### src/hw/rsv_cfg.svh
`ifndef RSV_CFG_SVH
`define RSV_CFG_SVH

// Register offsets on the two-wire port
`define RSV_REG_REF        8'h00
`define RSV_REG_SYS        8'h01
`define RSV_REG_IDENT      8'h02
`define RSV_REG_FLAGS      8'h03

// Reference register fields
`define RSV_REF_LOOP_BIT   7
`define RSV_REF_CODE_RST   7'h00
`define RSV_REF_LOOP_RST   1'b1

// System control register fields and reset value
`define RSV_SYS_GATE_BIT   6
`define RSV_SYS_RST        8'ha1

// Identity fields; values are arbitrary
`define RSV_VENDOR_CODE    4'h5
`define RSV_REVISION_CODE  4'h1

// Flag positions in the status register
`define RSV_FLG_DONE       4
`define RSV_FLG_OC         3
`define RSV_FLG_THERMAL_EARLY_WARNING_FLAG       2
`define RSV_FLG_OT         1
`define RSV_FLG_PGOOD      0

// Reference step is 10 mV, so 50 mV is five codes
`define RSV_SMALL_STEP_MV  50
`define RSV_STEP_MV        10
`define RSV_SMALL_STEP     (`RSV_SMALL_STEP_MV / `RSV_STEP_MV)

`endif

### src/hw/rsv_link_if.sv
interface rsv_link_if;
    // One register access per cycle when wr_en or rd_en is high
    logic       wr_en;
    logic       rd_en;
    logic [7:0] addr;
    logic [7:0] wdata;
    logic [7:0] rdata;
    logic       rvalid;

    modport device (
        input  wr_en,
        input  rd_en,
        input  addr,
        input  wdata,
        output rdata,
        output rvalid
    );

    modport host (
        output wr_en,
        output rd_en,
        output addr,
        output wdata,
        input  rdata,
        input  rvalid
    );
endinterface

### src/hw/rsv_device.sv
// Notes on behaviour
// - Status bits seven to five read zero
// - Bit four: output within reference window
// - Bit three: overcurrent hiccup active
// - Bit two: die above early warning
// - Bit one: thermal shutdown active
// - Bit zero: output above power-good level
// - Reference starts 0.6V; programmable once enabled
// - Loop-select one: divider loop; zero: direct
// - Direct loop regulates to reference exactly
// - Host opens write gate before reference
// - Loop-select and code in one write
// - Small step keeps gate; host clears it
// - Host repeats gate then reference each time
// - Device clears gate after large change
// - Code linear 0.6V-1.87V, 10mV, resets zero
`include "rsv_cfg.svh"

module rsv_device (
    // Clock and reset
    input  wire logic        mclk,
    input  wire logic        sys_rst,

    // Register link
    rsv_link_if.device       link,

    // Converter enable, acts as a reset of the register file
    input  wire logic        conv_enable,

    // Live analog comparator results
    input  wire logic        scaling_done_flag,
    input  wire logic        overcurrent_hiccup_flag,
    input  wire logic        thermal_early_warning_flag,
    input  wire logic        thermal_shutdown_flag,
    input  wire logic        power_good_in,

    // Scaling finished from the slew ramp, one-cycle pulse
    input  wire logic        ramp_finished,

    // Control outputs towards the analog core
    output logic [6:0]       ref_code,
    output logic             divider_loop,
    output logic             sense_feedback_node,
    output logic             sense_regulated_output,
    output logic             write_gate,
    output logic [7:0]       sys_ctrl
);

    // Write decode and gate handling
    logic       off;
    logic       wr_ref;
    logic       wr_sys;
    logic       gate_reopen;
    logic       pending;
    // Incoming reference word and its distance from the present code
    logic [6:0] new_code;
    logic       new_loop;
    logic [6:0] step;
    logic       small_step;
    // Control register reset word
    logic [7:0] sys_reset_word;
    // Status and read-back words
    logic [4:0] live_flags;
    logic [7:0] flags;
    logic [7:0] ref_word;
    logic [7:0] ident_word;
    logic [7:0] next_rdata;

    // Converter enable low clears the register file like a reset
    assign off = sys_rst || !conv_enable;

    // The gate must be open when the reference write lands
    assign wr_ref = link.wr_en && link.addr == `RSV_REG_REF && write_gate;
    // Writes to the identity and status offsets fall through unused
    assign wr_sys = link.wr_en && link.addr == `RSV_REG_SYS;

    // A host write that opens the gate starts a fresh command
    assign gate_reopen = wr_sys && link.wdata[`RSV_SYS_GATE_BIT];

    assign new_code = link.wdata[6:0];
    assign new_loop = link.wdata[`RSV_REF_LOOP_BIT];

    // Distance is taken against the code before the write lands
    always_comb begin
        if (new_code >= ref_code) begin
            step = new_code - ref_code;
        end else begin
            step = ref_code - new_code;
        end
    end

    // Five codes of 10 mV each make the 50 mV limit
    assign small_step = step <= 7'(`RSV_SMALL_STEP);

    // Reference code, resets to the 0.6V code
    always_ff @(posedge mclk) begin
        if (off) begin
            ref_code <= `RSV_REF_CODE_RST;
        end else if (wr_ref) begin
            ref_code <= new_code;
        end
    end

    // Loop select shares the write with the code
    always_ff @(posedge mclk) begin
        if (off) begin
            divider_loop <= `RSV_REF_LOOP_RST;
        end else if (wr_ref) begin
            divider_loop <= new_loop;
        end
    end

    // Direct sensing uses the reference unscaled
    assign sense_feedback_node    = divider_loop;
    assign sense_regulated_output = !divider_loop;

    // A large change auto-closes the gate once the ramp ends. Reopening the
    // gate drops an old pending clear, so a late ramp end of the previous
    // move cannot shut the gate ahead of the next reference write.
    always_ff @(posedge mclk) begin
        if (off) begin
            pending <= 1'b0;
        end else if (wr_ref) begin
            pending <= !small_step;
        end else if (gate_reopen || ramp_finished) begin
            pending <= 1'b0;
        end
    end

    assign sys_reset_word = `RSV_SYS_RST;

    // Control register, one flop per bit; only the gate bit clears itself
    for (genvar si = 0; si < 8; si++) begin : g_sys
        if (si == `RSV_SYS_GATE_BIT) begin : g_gate
            // Host write wins over the auto clear, so a reopened gate is not lost
            always_ff @(posedge mclk) begin
                if (off) begin
                    sys_ctrl[si] <= sys_reset_word[si];
                end else if (wr_sys) begin
                    sys_ctrl[si] <= link.wdata[si];
                end else if (pending && ramp_finished) begin
                    sys_ctrl[si] <= 1'b0;
                end
            end
        end else begin : g_plain
            always_ff @(posedge mclk) begin
                if (off) begin
                    sys_ctrl[si] <= sys_reset_word[si];
                end else if (wr_sys) begin
                    sys_ctrl[si] <= link.wdata[si];
                end
            end
        end
    end
    assign write_gate = sys_ctrl[`RSV_SYS_GATE_BIT];

    // Live comparator results in status bit order
    assign live_flags[`RSV_FLG_DONE]  = scaling_done_flag;
    assign live_flags[`RSV_FLG_OC]    = overcurrent_hiccup_flag;
    assign live_flags[`RSV_FLG_THERMAL_EARLY_WARNING_FLAG]  = thermal_early_warning_flag;
    assign live_flags[`RSV_FLG_OT]    = thermal_shutdown_flag;
    assign live_flags[`RSV_FLG_PGOOD] = power_good_in;

    // Reserved bits are tied low; the rest pass straight through, never held
    for (genvar fi = 0; fi < 8; fi++) begin : g_flag
        if (fi <= `RSV_FLG_DONE) begin : g_live
            assign flags[fi] = live_flags[fi];
        end else begin : g_resv
            assign flags[fi] = 1'b0;
        end
    end

    assign ref_word   = {divider_loop, ref_code};
    // Identity word is fixed; its value is arbitrary
    assign ident_word = {`RSV_VENDOR_CODE, `RSV_REVISION_CODE};

    // Unmapped offsets read as zero
    always_comb begin
        next_rdata = 8'h00;
        unique case (link.addr)
            `RSV_REG_REF:   next_rdata = ref_word;
            `RSV_REG_SYS:   next_rdata = sys_ctrl;
            `RSV_REG_IDENT: next_rdata = ident_word;
            `RSV_REG_FLAGS: next_rdata = flags;
            default:        next_rdata = 8'h00;
        endcase
    end

    // Read data holds until the next read; flags are taken at the request
    always_ff @(posedge mclk) begin
        if (sys_rst) begin
            link.rdata <= 8'h00;
        end else if (link.rd_en) begin
            link.rdata <= next_rdata;
        end
    end

    // Answer strobe one cycle after the request
    always_ff @(posedge mclk) begin
        if (sys_rst) begin
            link.rvalid <= 1'b0;
        end else begin
            link.rvalid <= link.rd_en;
        end
    end

endmodule

### src/flat_wrapper.sv
// flat-port wrapper written by rule: the top's interface ports become plain ports
module rsv_device_flat 
  (mclk, sys_rst, conv_enable, scaling_done_flag, overcurrent_hiccup_flag, thermal_early_warning_flag, thermal_shutdown_flag, power_good_in, ramp_finished, ref_code, divider_loop, sense_feedback_node, sense_regulated_output, write_gate, sys_ctrl, link_wr_en, link_rd_en, link_addr, link_wdata, link_rdata, link_rvalid);
  rsv_link_if link_i ();
  input  wire logic mclk;
  input  wire logic sys_rst;
  input  wire logic conv_enable;
  input  wire logic scaling_done_flag;
  input  wire logic overcurrent_hiccup_flag;
  input  wire logic thermal_early_warning_flag;
  input  wire logic thermal_shutdown_flag;
  input  wire logic power_good_in;
  input  wire logic ramp_finished;
  output logic [6:0] ref_code;
  output logic divider_loop;
  output logic sense_feedback_node;
  output logic sense_regulated_output;
  output logic write_gate;
  output logic [7:0] sys_ctrl;
  input wire logic [$bits(link_i.wr_en)-1:0] link_wr_en;
  input wire logic [$bits(link_i.rd_en)-1:0] link_rd_en;
  input wire logic [$bits(link_i.addr)-1:0] link_addr;
  input wire logic [$bits(link_i.wdata)-1:0] link_wdata;
  output wire logic [$bits(link_i.rdata)-1:0] link_rdata;
  output wire logic [$bits(link_i.rvalid)-1:0] link_rvalid;
  assign link_i.wr_en = link_wr_en;
  assign link_i.rd_en = link_rd_en;
  assign link_i.addr = link_addr;
  assign link_i.wdata = link_wdata;
  assign link_rdata = link_i.rdata;
  assign link_rvalid = link_i.rvalid;
  rsv_device u_core (.mclk(mclk), .sys_rst(sys_rst), .link(link_i), .conv_enable(conv_enable), .scaling_done_flag(scaling_done_flag), .overcurrent_hiccup_flag(overcurrent_hiccup_flag), .thermal_early_warning_flag(thermal_early_warning_flag), .thermal_shutdown_flag(thermal_shutdown_flag), .power_good_in(power_good_in), .ramp_finished(ramp_finished), .ref_code(ref_code), .divider_loop(divider_loop), .sense_feedback_node(sense_feedback_node), .sense_regulated_output(sense_regulated_output), .write_gate(write_gate), .sys_ctrl(sys_ctrl));
endmodule
### config.mk
export PLATFORM = sky130hd
export DESIGN_NAME = rsv_device_flat
export DESIGN_NICKNAME = d
export VERILOG_FILES = /design/src/hw/rsv_link_if.sv /design/src/hw/rsv_device.sv /design/src/flat_wrapper.sv
export VERILOG_INCLUDE_DIRS = /design/src /design/src/hw
export SDC_FILE = /design/constraint.sdc
export NUM_CORES = 1
export LEC_CHECK = 0
export BUFFER_PORTS_ARGS = -buffer_cell sky130_fd_sc_hd__buf_2
export CAP_MARGIN = 20
export CORE_MARGIN = 2
export CORE_UTILIZATION = 35
export DETAILED_ROUTE_END_ITERATION = 6
export PLACE_DENSITY_LB_ADDON = 0.1
export SYNTH_ARGS = -nofsm -noshare
export SYNTH_HDL_FRONTEND = slang
export SYNTH_SLANG_ARGS = --single-unit
export TNS_END_PERCENT = 50
### constraint.sdc
create_clock -name mclk -period 2.7 [get_ports mclk]
set_clock_uncertainty 0.05 [all_clocks]
set_input_delay 0.54 -clock mclk [delete_from_list [all_inputs] [get_ports mclk]]
set_output_delay 0.54 -clock mclk [all_outputs]
set_load 0.01 [all_outputs]
==> impl_metrics.csv <==
group,metric,value,unit
synthesis,synth-edff-count,0,
drt,ant_nets,0,
synthesis,synth_mux_area_share,9.20,%
place,gp_congestion,0.840,
final_layout,final_cell_mix,"buf_2 (54), nor2_1 (28), dfxtp_1 (26)",
final_layout,syn_to_final_growth,21.6,%
status,status,"completed",
synthesis,synth_flop_cell,"dfxtp_1",
synthesis,synthSimpleGateAreaFrac,22.1,%
synthesis,synth_top_family_by_area,"simple AND/OR/NAND/NOR gates",
final_layout,final_layout_size_suffix_gt1_share,25.3,%
global_routing,track_usage,17.5,%
worst_hold_path,worstHoldEndpoint,"u_core.link.rdata[7]$_SDFFE_PP0P_",
floorplan,dieArea,0.00568,mm2
worst_hold_path,hold_depth,2,
global_routing,grt_max_degree,17,
global_routing,grt_pass1_wl,7570,um
synthesis,avgSynthCellArea,7.95,um2
cts,cts_tree,"yes",
setup_path,regToRegEndpoint,"u_core.pending$_SDFFE_PP0P_",
power,ir_drop,0.175,mV
sta,final.min_clock_period,2.29,ns
job,drv_cap,0,
synthesis,async_reset_ff_share,0,%
setup_path,endpoint_kind,"flip-flop",
synthesis,syn_area,0.00178,mm2
floorplan,chipWidth,75.4,um
floorplan,boundaryPins,55,
setup_path,rr_startpoint,"u_core.ref_code[0]$_SDFFE_PP0P_",
global_routing,grt.overflow.total,0,
sta,setup_violations,0,
drt,drt_pass1_iterations,4,
cts,numCtsBuffers,3,
synthesis,synth.ff_latch_count,26,
floorplan,start_util,37.0,%
setup_path,worstPathMaxFanout,4,
setup_path,ff2ff_path_depth,10,
drt,wire_per_inst,14.0,um
sta,fin_tns_setup,0,ns
synthesis,ys_warn_count,0,
cts,clock-root-buffer,"clkbuf_8",
floorplan,core,0.00482,mm2
floorplan,rows,25,
synthesis,synth_xor_area_share,0.492,%
sta,hold_violations,0,
cts,clock_latency,0.28,ns
synthesis,synth_cell_types,46,
drt,routed_wl,4770,um
synthesis,synth_fa_ha_area_share,11.4,%
floorplan,die_y,75.4,um
drt,post-route-drc-count,0,
final_layout,diodes,0,
synthesis,synth-compound-area-share,19.9,%
sta,fin_crit_sh,84.8,%
cts,cts_setup_buffers,0,
setup_path,startpoint_type,"flip-flop",
worst_hold_path,hold_class,"flip-flop to flip-flop",
cts,clock-sinks,26,
final_layout,fin_nets,316,
setup_path,r2r_slack,0.41,ns
cts,hold_buffers,0,
cts,cts-htree-levels,1,
setup_path,critical_path_class,"flip-flop to flip-flop",
power,p_leak,0.00101,uW
cts,ctsResizeCount,0,
power,power.total,841,uW
sta,fmax,0.437,GHz
drt,vias_per_cell,5.06,
sta,rsz0062_at_grt,"false",
cts,cts_buffer_depth,2,
setup_path,required,2.83,ns
drt,drt-initial-drc-count,85,
power,cellPowerDensity,388,mW/mm2
synthesis,syn-num-nets,266,
sta,worst_slew_pin_slew,0.490,ns
drt,vias,1721,
global_routing,antenna_found_initial,0,
place,dp_hpwl,3770,um
place,port_buffers,54,
global_routing,grt_pass1_vias,1540,
setup_path,arrival,2.42,ns
synthesis,ys_seq_area_share,29.2,%
cts,clk_pin_slew,0.10,ns
synthesis,synth_cells,224,
sta,slew_violations,0,
final_layout,layout_commonest_cell,"buf_2",
worst_hold_path,hp-start,"u_core.link.rdata[7]$_SDFFE_PP0P_",
sta,max_slew_margin,67.1,%
-- final cells by class --
cell class / count / area [um2]
timing repair buffer: 56 / 285
clock inverter: 1 / 30.0
inverter: 22 / 82.6
clock buffer: 3 / 41.3
multi-input combinational: 165 / 1120
fill: 528 / 2650
tap: 67 / 83.8
sequential: 26 / 520
-- flip-flops by register name, indices dropped and copies added, names as in the netlist --
register and flops:
u_core.ref_code 7, u_core.pending 1, u_core.divider_loop 1, u_core.write_gate 1, u_core.link.rdata 8, u_core.sys_ctrl 7
u_core.link.rvalid 1
-- worst max path at each step --
stage | startpoint | end | slack [ns]
finish | u_core.ref_code[0]$_SDFFE_PP0P_ | u_core.pending$_SDFFE_PP0P_ | 0.41
global route | u_core.ref_code[0]$_SDFFE_PP0P_ | u_core.pending$_SDFFE_PP0P_ | 0.30
CTS | u_core.ref_code[0]$_SDFFE_PP0P_ | u_core.pending$_SDFFE_PP0P_ | 0.42
detailed placement | link_wdata[0] | u_core.pending$_SDFFE_PP0P_ | 0.22
global placement | link_wdata[0] | u_core.pending$_SDFFE_PP0P_ | 0.25
floorplan | link_wdata[0] | u_core.pending$_SDFFE_PP0P_ | 0.46
-- logic make-up (layout without fill, tap and decap cells) --
family,Yosys count,in the layout
XOR/XNOR,1,1
buffers and inverters,33,82
adder cells (fa/ha/maj),15,15
multiplexers,16,16
flip-flops,26,26
AND/OR/NAND/NOR,77,77
AO/OA/AOI/OAI,56,56
-- per-layer routing --
layer	GRT usage, %	wire (um)	vias up
met5	0	0	-
li1	-	-	881
met2	26.9	2090	55
met4	4.09	40	0
met3	3.04	254	5
met1	25.7	2380	780
-- cells in the mapped netlist, types with 2 or more instances --
cell      count  area [um2]
o21ai_1       3        15.0
fa_1          2        40.0
a21oi_1      22         110
a21o_1        2        15.0
o211ai_1      3        22.5
nor3_1        4        20.0
dfxtp_1      26         521
clkbuf_1      8        30.0
nand2b_1      3        18.8
inv_2         3        11.3
nor2b_1       2        12.5
nand3_1       8        40.0
a22oi_1       8        60.1
inv_1        19        71.3
nor2_1       28         105
mux2_1        3        33.8
nand2_1      21        78.8
buf_4         2        15.0
mux2i_1      13         130
ha_1         13         163
o21ai_0       6        30.0
-- stage by stage --
| stage | instance area, um2 | hold slack [ns] | cells | util, % | setup slack, ns |
|---|---|---|---|---|---|
| 6_report | 2170 | 0.402 | 340 | 45.0 | 0.410 |
| 5_1_grt | 2170 | 0.432 | 340 | 45.0 | 0.296 |
| 4_1_cts | 2170 | 0.408 | 340 | 45.0 | 0.416 |
| 3_5_place_dp | 2090 | 0.394 | 336 | 43.5 | 0.219 |
| 3_3_place_gp | 2090 | 0.394 | 336 | 43.5 | 0.245 |
| 2_1_floorplan | 1780 | 0.426 | 224 | - | 0.456 |
-- power by group --
part	switching, uW	total [uW]	internal [uW]
Combinational	75.8	129	53.3
Sequential	0.268	384	384
Clock	129	328	199
Total	205	841	636
-- critical path, stage by stage, from the launching register on --
cell and delay [ns]:
dfxtp_1 0.35, inv_1 0.10, ha_1 0.17, inv_1 0.05, fa_1 0.40, xor2_1 0.18
a22oi_1 0.20, o31ai_1 0.09, nor4_1 0.28, nand2_1 0.09, a41o_1 0.23
(Power assumes the default switching activity.)
